[src/ipr_pkg.sv]
/*
 * Constants, priority numbers and vector mapping for the interruption
 * priority resolver. Assumes a core that presents one bundle of
 * detected conditions per cycle on the core clock.
 */
// Contract
// [RL1] Deliver one interruption at a time, fixed order
// [RL2] Lowest-numbered slot wins within a bundle
// [RL3] Drop lower faults/traps, keep lower interrupts pending
// [RL4] Predicated-off sensitive interruptions are suppressed
// [RL5] Incomplete-frame faults behave as register-stack faults
// [RL6] Incomplete-frame only from return-triggered stack loads
// [RL7] Legacy traps ordered 77 to 84
// [RL8] Unimplemented address reported by one chosen style
// [RL9] Legacy float error faults on next wait
// [RL10] Unimplemented address on check ranks lowest
// [RL11] Legacy classes keep fixed order between them
// [RL12] Fetch-class faults follow fixed order on one page
// [RL13] Start beyond limit: code fetch beats translation
// [RL14] Limit at boundary: code fetch beats second page
// [RL15] Fifteen prefix bytes: length fault beats second page
// [RL16] Fewer prefix bytes: either order allowed
// [RL17] Fixed data fault order for single references
// [RL18] First data reference checked before later ones
// [RL19] One page fully checked before the other
// [RL20] Concurrent legacy traps reported together via code
// [RL21] Deferred speculative faults never take part
// [RL22] Encoder orders by priority, then slot
package ipr_pkg;

	// ==================================================
	// Widths
	localparam int PRIO_W = 7;
	localparam int SLOT_W = 2;
	localparam int NSLOT = 3;
	localparam int NTRAP = 8;
	localparam int NINT = 16;
	localparam int INTV_W = 4;

	// ==================================================
	// Fixed priority numbers (lower number wins)
	localparam logic [6:0] PRIO_NONE = 7'h7F;
	localparam logic [6:0] IFRAME_LO = 7'h07;
	localparam logic [6:0] IFRAME_HI = 7'h12;
	localparam logic [6:0] STACK_FIRST = 7'h2D;
	localparam logic [6:0] STACK_SKIP = 7'h3C;
	localparam logic [6:0] STACK_OFS_LO = 7'h2B;
	localparam logic [6:0] STACK_OFS_HI = 7'h2C;
	localparam logic [6:0] LG_TRAP_BASE = 7'h4D;
	localparam logic [6:0] LG_DEBUG = 7'h52;
	localparam logic [6:0] UIA_CHECK = 7'h55;
	localparam logic [6:0] PRIO_LEN_MIN = 7'h0F;

	// Plain defaults for numbers not fixed elsewhere (arbitrary)
	localparam logic [6:0] PRIO_INT = 7'h04;
	localparam logic [6:0] PRIO_UIA_FAULT = 7'h06;
	localparam logic [6:0] PRIO_LG_IBRK = 7'h1A;
	localparam logic [6:0] PRIO_LG_CODE = 7'h1B;
	localparam logic [6:0] PRIO_LG_ITLB = 7'h1C;
	localparam logic [6:0] PRIO_LG_LEN = 7'h20;
	localparam logic [6:0] PRIO_FP_ERR = 7'h30;
	localparam logic [6:0] PRIO_UIA_TRAP = 7'h4C;

	// Unimplemented address reporting styles
	localparam logic [1:0] UIA_ON_BRANCH = 2'h0;
	localparam logic [1:0] UIA_ON_SLOT2 = 2'h1;
	localparam logic [1:0] UIA_ON_FETCH = 2'h2;
	localparam logic [1:0] SLOT_LAST = 2'h2;

	// ==================================================
	// Vector of a priority: incomplete-frame shares stack vectors
	function automatic logic [6:0] vec_of(input logic [6:0] p);
		logic [6:0] v;
		v = p;
		if (p == IFRAME_LO) begin
			v = STACK_FIRST;
		end else if (p > IFRAME_LO && p <= IFRAME_HI) begin
			v = p + STACK_OFS_LO;
			if (v >= STACK_SKIP) begin
				v = p + STACK_OFS_HI;
			end
		end else if (p > LG_DEBUG && p < UIA_CHECK) begin
			v = LG_DEBUG;
		end
		return v;
	endfunction

endpackage

[src/ipr_resolver.sv]
/*
 * Interruption priority resolver: gathers the conditions that a bundle
 * detects, applies legacy class ordering, and raises one winner per
 * cycle. Assumes all inputs come from core logic on ref_clk.
 */
`timescale 1ns/1ps
module ipr_resolver #(
	parameter logic [1:0] UIA_STYLE = ipr_pkg::UIA_ON_BRANCH,
	parameter bit LEN_FIRST = 1'b1
) (
	input wire logic ref_clk,
	input wire logic rst,
	input wire logic [2:0] slotValid,
	input wire logic [20:0] slotPrio,
	input wire logic [2:0] slotIsTrap,
	input wire logic [2:0] slotPredSens,
	input wire logic [2:0] slotPred,
	input wire logic [2:0] slotDeferred,
	input wire logic [2:0] slotFromReturn,
	input wire logic intReq,
	input wire logic [3:0] intVec,
	input wire logic uiaDetect,
	input wire logic uiaOnCheck,
	input wire logic [1:0] uiaSlot,
	input wire logic lgValid,
	input wire logic lgIbrk,
	input wire logic lgCodeFault,
	input wire logic lgTlbFirst,
	input wire logic lgTlbSecond,
	input wire logic lgSpans,
	input wire logic lgStartOver,
	input wire logic lgLimitAtBound,
	input wire logic lgLenFault,
	input wire logic [3:0] lgPrefixBytes,
	input wire logic [1:0] lgRefFault,
	input wire logic [13:0] lgRefPrio,
	input wire logic [7:0] lgTraps,
	input wire logic fpErrDetect,
	input wire logic fpWaitInsn,
	output logic raiseValid,
	output logic [6:0] raisePrio,
	output logic [1:0] raiseSlot,
	output logic [6:0] raiseVector,
	output logic [7:0] raiseTrapCode,
	output logic raiseIsInt,
	output logic [3:0] raiseIntVec,
	output logic [15:0] intPending,
	output logic fpErrPending
);

	// Refuse a reporting style the decoder cannot serve
	generate
		if (UIA_STYLE > ipr_pkg::UIA_ON_FETCH) begin : g_bad_style
			$error("UIA_STYLE out of range");
		end
	endgenerate

	// ==================================================
	// Bundle slot candidates
	logic [8:0] slotKey [3];
	logic [2:0] slotLive;

	// Qualify each slot: predicate, deferral, frame origin
	genvar s;
	generate
		for (s = 0; s < 3; s++) begin : g_slot
			wire logic [6:0] p = slotPrio[s*7 +: 7];
			wire logic iframe = p >= ipr_pkg::IFRAME_LO &&
				p <= ipr_pkg::IFRAME_HI;
			assign slotLive[s] = slotValid[s] &&
				!(slotPredSens[s] && !slotPred[s]) && // see [RL4]
				!slotDeferred[s] && // see [RL21]
				!(iframe && !slotFromReturn[s]); // see [RL6]
			assign slotKey[s] = slotLive[s] ? {p, 2'(s)} : 9'h1FF;
		end
	endgenerate

	// ==================================================
	// Unimplemented instruction address candidate
	wire logic [6:0] uiaPrio = uiaOnCheck ?
		ipr_pkg::UIA_CHECK : // see [RL10]
		(UIA_STYLE == ipr_pkg::UIA_ON_FETCH) ? ipr_pkg::PRIO_UIA_FAULT :
		ipr_pkg::PRIO_UIA_TRAP; // see [RL8]
	wire logic [1:0] uiaSl = (UIA_STYLE == ipr_pkg::UIA_ON_SLOT2 &&
		!uiaOnCheck) ? ipr_pkg::SLOT_LAST : uiaSlot;
	wire logic [8:0] uiaKey = uiaDetect ? {uiaPrio, uiaSl} : 9'h1FF;

	// ==================================================
	// Legacy fetch class ordering
	wire logic tlbAny = lgTlbFirst || (lgSpans && lgTlbSecond);
	wire logic codeWins = lgCodeFault && (lgStartOver || // see [RL13]
		(!lgTlbFirst && !(lgSpans && lgTlbSecond && // see [RL14]
		!lgLimitAtBound)));
	wire logic [6:0] fetchPrio = lgIbrk ? ipr_pkg::PRIO_LG_IBRK :
		codeWins ? ipr_pkg::PRIO_LG_CODE :
		tlbAny ? ipr_pkg::PRIO_LG_ITLB :
		lgCodeFault ? ipr_pkg::PRIO_LG_CODE :
		ipr_pkg::PRIO_NONE; // see [RL12]
	wire logic fetchAny = lgIbrk || lgCodeFault || tlbAny;

	// Length fault over second-page translation
	wire logic manyPrefix = lgPrefixBytes >= ipr_pkg::PRIO_LEN_MIN[3:0];
	wire logic lenPreempt = lgLenFault && lgSpans && lgTlbSecond &&
		!lgTlbFirst && !lgIbrk && !codeWins &&
		(manyPrefix || LEN_FIRST); // see [RL15] see [RL16]

	// First data reference or page checked before the next
	wire logic [6:0] refPrio =
		lgRefFault[0] ? lgRefPrio[6:0] : // see [RL18]
		lgRefFault[1] ? lgRefPrio[13:7] : // see [RL19]
		ipr_pkg::PRIO_NONE; // see [RL17]

	// Legacy traps: first set bit picks priority, all are reported
	logic [6:0] trapPrio;
	always_comb begin
		trapPrio = ipr_pkg::PRIO_NONE;
		for (int i = ipr_pkg::NTRAP - 1; i >= 0; i--) begin
			if (lgTraps[i]) begin
				trapPrio = ipr_pkg::LG_TRAP_BASE + 7'(i); // see [RL7]
			end
		end
	end

	// Classes in fixed order: fetch, decode, execute, trap, except that a length fault can beat a second-page translation fault
	wire logic [6:0] lgPrio = lenPreempt ? ipr_pkg::PRIO_LG_LEN :
		fetchAny ? fetchPrio :
		lgLenFault ? ipr_pkg::PRIO_LG_LEN :
		(|lgRefFault) ? refPrio : trapPrio; // see [RL11]
	wire logic lgAny = lgValid && lgPrio != ipr_pkg::PRIO_NONE;
	wire logic [8:0] lgKey = lgAny ? {lgPrio, 2'h0} : 9'h1FF;
	wire logic lgTrapWin = lgAny && lgPrio >= ipr_pkg::LG_TRAP_BASE;

	// ==================================================
	// Float error deferred to the next wait operation
	wire logic fpFire = fpErrPending && fpWaitInsn; // see [RL9]
	wire logic [8:0] fpKey = fpFire ? {ipr_pkg::PRIO_FP_ERR, 2'h0} :
		9'h1FF;

	// ==================================================
	// Pending interrupts, highest vector first
	logic [3:0] intTop;
	always_comb begin
		intTop = 4'h0;
		for (int i = 0; i < ipr_pkg::NINT; i++) begin
			if (intPending[i]) begin
				intTop = 4'(i);
			end
		end
	end
	wire logic [8:0] intKey = (|intPending) ?
		{ipr_pkg::PRIO_INT, 2'h0} : 9'h1FF;

	// ==================================================
	// Encoder: smallest {priority, slot} wins
	logic [8:0] bestKey;
	logic [2:0] bestSrc;
	always_comb begin
		bestKey = intKey;
		bestSrc = 3'h4;
		if (uiaKey < bestKey) begin
			bestKey = uiaKey;
			bestSrc = 3'h5;
		end
		if (lgKey < bestKey) begin
			bestKey = lgKey;
			bestSrc = 3'h3;
		end
		if (fpKey < bestKey) begin
			bestKey = fpKey;
			bestSrc = 3'h6;
		end
		for (int i = ipr_pkg::NSLOT - 1; i >= 0; i--) begin
			if (slotKey[i] <= bestKey) begin
				bestKey = slotKey[i]; // see [RL2] see [RL22]
				bestSrc = 3'(i);
			end
		end
	end
	wire logic anyWin = bestKey != 9'h1FF; // see [RL1]
	wire logic intWin = anyWin && bestSrc == 3'h4;

	// Interrupt pend set wins over delivery clear
	logic [15:0] intSet;
	logic [15:0] intClr;
	assign intSet = intReq ? (16'h0001 << intVec) : 16'h0000;
	assign intClr = intWin ? (16'h0001 << intTop) : 16'h0000;
	wire logic [15:0] next_intPending =
		(intPending & ~intClr) | intSet; // see [RL3]
	wire logic next_fpErr = fpErrDetect || (fpErrPending && !(fpFire &&
		bestSrc == 3'h6)); // see [RL9]

	// ==================================================
	// State and registered outputs
	always_ff @(posedge ref_clk) begin
		if (rst) begin
			intPending <= 16'h0000;
			fpErrPending <= 1'b0;
			raiseValid <= 1'b0;
			raisePrio <= ipr_pkg::PRIO_NONE;
			raiseSlot <= 2'h0;
			raiseVector <= 7'h00;
			raiseTrapCode <= 8'h00;
			raiseIsInt <= 1'b0;
			raiseIntVec <= 4'h0;
		end else begin
			intPending <= next_intPending;
			fpErrPending <= next_fpErr;
			raiseValid <= anyWin;
			raisePrio <= bestKey[8:2];
			raiseSlot <= bestKey[1:0];
			raiseVector <= ipr_pkg::vec_of(bestKey[8:2]); // see [RL5]
			raiseTrapCode <= (bestSrc == 3'h3 && lgTrapWin) ?
				lgTraps : 8'h00; // see [RL20]
			raiseIsInt <= intWin;
			raiseIntVec <= intTop;
		end
	end
endmodule

[config.mk]
export PLATFORM = sky130hd
export DESIGN_NAME = ipr_resolver
export DESIGN_NICKNAME = d
export VERILOG_FILES = /design/src/ipr_pkg.sv /design/src/ipr_resolver.sv
export SDC_FILE = /design/constraint.sdc
export NUM_CORES = 1
export LEC_CHECK = 0
export BUFFER_PORTS_ARGS = -buffer_cell sky130_fd_sc_hd__buf_2
export CAP_MARGIN = 20
export CELL_PAD_IN_SITES_DETAIL_PLACEMENT = 0
export CELL_PAD_IN_SITES_GLOBAL_PLACEMENT = 1
export CORE_ASPECT_RATIO = 1.1
export CORE_MARGIN = 1.5
export CORE_UTILIZATION = 30
export CTS_CLUSTER_SIZE = 8
export DETAILED_ROUTE_END_ITERATION = 16
export PLACE_DENSITY_LB_ADDON = 0.05
export RECOVER_POWER = 50
export SETUP_SLACK_MARGIN = 0.2
export SLEW_MARGIN = 20
export SYNTH_ARGS = -nofsm -noshare
export SYNTH_HDL_FRONTEND = slang
export SYNTH_SLANG_ARGS = --single-unit
[constraint.sdc]
create_clock -name ref_clk -period 21.6 [get_ports ref_clk]
set_clock_uncertainty 0.05 [all_clocks]
set_input_delay 4.32 -clock ref_clk [delete_from_list [all_inputs] [get_ports ref_clk]]
set_output_delay 4.32 -clock ref_clk [all_outputs]
set_load 0.02 [all_outputs]
==> out/qor.yml <==
drt:
  via_per_inst: 5.329
  drt-initial-drc-count: 253
  routed_wl_mm: 15.42
  vias: 5185
  first_pass_iters: 4
  ant_nets: 0
  wl_per_cell_um: 15.85
  drc: 0
logic_synthesis:
  synth_seq_cells: 47
  synth_top_family_by_area: "compound AO/OA/AOI/OAI gates"
  synth_edf_count: 0
  synth.distinct_cells: 89
  ys_seq_area_frac: 0.1903
  syn_inst: 651
  synth_compound_area_frac: 0.2938
  avgSynthCellArea_um2: 7.594
  yosysWarnings: 0
  async_flop_share: 0
  synth_ff_type: "dfxtp_1"
  synthXorXnorAreaFrac: 0.006834
  muxShareOfSynthArea: 0.04151
  syn_nets: 788
  yosys.area_share.simple: 0.2883
  synth_area_um2: 4943
  synthAdderAreaFrac: 0.1215
status:
  status: "finished, violations left"
  violations: "capacitance limit, slew limit"
floorplan:
  die_w_um: 125.4
  rows: 49
  die_h_um: 137.6
  die_area_um2: 17260
  ios: 136
  initial_core_util: 0.3043
  core_um2: 16250
clock_network:
  cts_resized: 0
  cts_buffers: 5
  cts.sinks: 47
  postCtsHoldBufs: 0
  root_buffer: "clkbuf_16"
  cts_tree: "done"
  clk_latency_ps: 290
  clkTransAtPathRegs_ps: 70
  clk_path_buf_depth: 2
  post_cts_buffers: 0
  htree_levels: 2
layout:
  final_nets: 905
  layout-drive-gt1-share: 0.2055
  final_cell_mix: "buf_2 (84), nor2_1 (79), a21oi_1 (54)"
  antenna_cells: 0
  areaGrowthSynthToFinish_pct: 18.70
  layout_commonest_cell: "buf_2"
  final_cells: 973
place:
  dp.cells: 965
  numPortBuffers: 128
  gp_congestion: 0.8348
  dp.final_hpwl_mm: 12.59
setup_path:
  worst_ep_arrival_time_ps: 19330
  cp-end-kind: "flop"
  start_kind: "input port"
  crit_required_ps: 21720
  critPathMaxStageDelay_ps: 950
  cp_max_fo: 15
  path_class: "input port to flop"
  crit_path_top_delay_cell: "a2111oi_2"
  rr_worst_depth: 70
  crit_top_cell: "ha_1"
timing:
  rsz0062_at_grt: "no"
  hold_violations: 0
  setup_viol: 0
  fin_tns_setup_ps: 0
  max_slew_margin: -0.2621
  maxSlewViolCount: 42
  worst_pin_slew_ps: 1893
  fin_crit_sh: 0.8894
  timing.fmax_mhz: 52.05
  period_needed_ps: 19210
global_route:
  antenna_found_initial: 0
  grt_pass1_vias: 5033
  globalRouteOverflowTotal: 0
  grt_start_max_net_pins: 42
  grt_pass1_wl_mm: 25.23
  track_usage: 0.1775
worst_hold_path:
  hold_path_class: "flop to flop"
  min_path_cells: 2
power_and_ir_drop:
  p_leak_nw: 2.538
  pwr_density_cell_nw_per_um2: 175.0
  ir_worst_vdd_v: 0.0002761
flow_run:
  maxCapViolCount: 1
state kept, by name (all words and copies together), names as in the netlist:
signal / flops
fpErrPending: 1
intPending: 16
raiseIntVec: 4
raiseIsInt: 1
raisePrio: 7
raiseSlot: 2
raiseTrapCode: 8
raiseValid: 1
raiseVector: 7
power by group:
part | switching, mW | total (mW) | internal [mW]
registers | 0.00413 | 0.107 | 0.103
clock network | 0.0359 | 0.0942 | 0.0583
logic | 0.520 | 0.826 | 0.306
synthesized netlist by cell type, drive strengths merged (4+ instances only):
cell type | n | area [µm²]
nand4 | 12 | 90.09
a221oi | 5 | 73.83
or4 | 8 | 67.56
o211ai | 5 | 42.54
a31oi | 9 | 56.30
inv | 47 | 176.4
a311oi | 4 | 41.29
and2 | 8 | 55.06
nand2 | 50 | 190.2
a21oi | 55 | 279.0
a211oi | 11 | 100.1
o41ai | 5 | 43.79
clkbuf | 12 | 45.04
a41oi | 4 | 42.55
nor2 | 79 | 296.5
a21o | 14 | 106.4
dfxtp | 47 | 940.9
nand3 | 12 | 60.06
mux2 | 11 | 131.4
nor3 | 18 | 105.1
mux2i | 7 | 73.82
nand2b | 16 | 100.1
o21ai | 37 | 200.2
ha | 48 | 600.6
o21a | 7 | 52.55
o31ai | 4 | 35.03
and3 | 5 | 36.28
nor3b | 9 | 67.56
buf | 8 | 63.80
nor4 | 6 | 37.54
or2 | 19 | 118.9
or3 | 5 | 31.28
nor2b | 16 | 100.1
and4 | 4 | 35.03
per-layer routing:
metal | up-vias | track usage | routed length, µm | part of all wire
met5 | - | 0 | 0 | 0
met2 | 135 | 0.3160 | 7469 | 0.48
li1 | 2641 | - | - | -
met1 | 2396 | 0.2287 | 7211 | 0.47
met3 | 13 | 0.02524 | 582 | 0.038
met4 | 0 | 0.03788 | 156 | 0.010
kinds of logic after synthesis:
family | after synthesis
adder cells (fa/ha/maj) | 48
multiplexers | 18
buffers and inverters | 67
AND/OR/NAND/NOR | 271
flip-flops | 47
AO/OA/AOI/OAI | 197
XOR/XNOR | 3
worst paths after layout:
path	startpoint	endpoint	slack, ps
worst max register to register	intPending[13]$_SDFF_PP0_	raiseVector[4]$_SDFF_PP0_	5180
worst min register to register	intPending[0]$_SDFF_PP0_	intPending[0]$_SDFF_PP0_	450
worst min-delay path	intPending[0]$_SDFF_PP0_	intPending[0]$_SDFF_PP0_	450
worst max-delay path	lgTlbSecond	raiseVector[4]$_SDFF_PP0_	2390
through the flow:
stage          power [mW]  setup slack (ps)  cell area [µm²]    util  hold WS [ps]
2_1_floorplan      0.7670              4615             4943       -         520.3
3_3_place_gp       0.9379              2108             5746  0.3536         442.7
3_5_place_dp       0.9405              2070             5746  0.3536         443.0
4_1_cts             1.038              2254             5923  0.3646         452.8
5_1_grt             1.136             912.4             5868  0.3612         469.6
6_report            1.027              2389             5868  0.3612         454.9
critical path, delay by kind of cell:
family / cells / cell delay (ps)
mux: 2 / 670
buf+inv: 4 / 360
compound gates: 33 / 7970
fa+ha+maj: 6 / 1790
xor+xnor: 1 / 340
simple gates: 20 / 3830
area by class of cell:
type                       instances  area (µm²)
fill                            1802       10380
clock inverter                     2       38.79
timing repair buffer             130       600.6
clock buffer                       6       138.9
tap                              204       255.2
inverter                          47       176.4
sequential                        47       940.9
multi-input combinational        537        3717
Power figures use the tool's default switching activity.
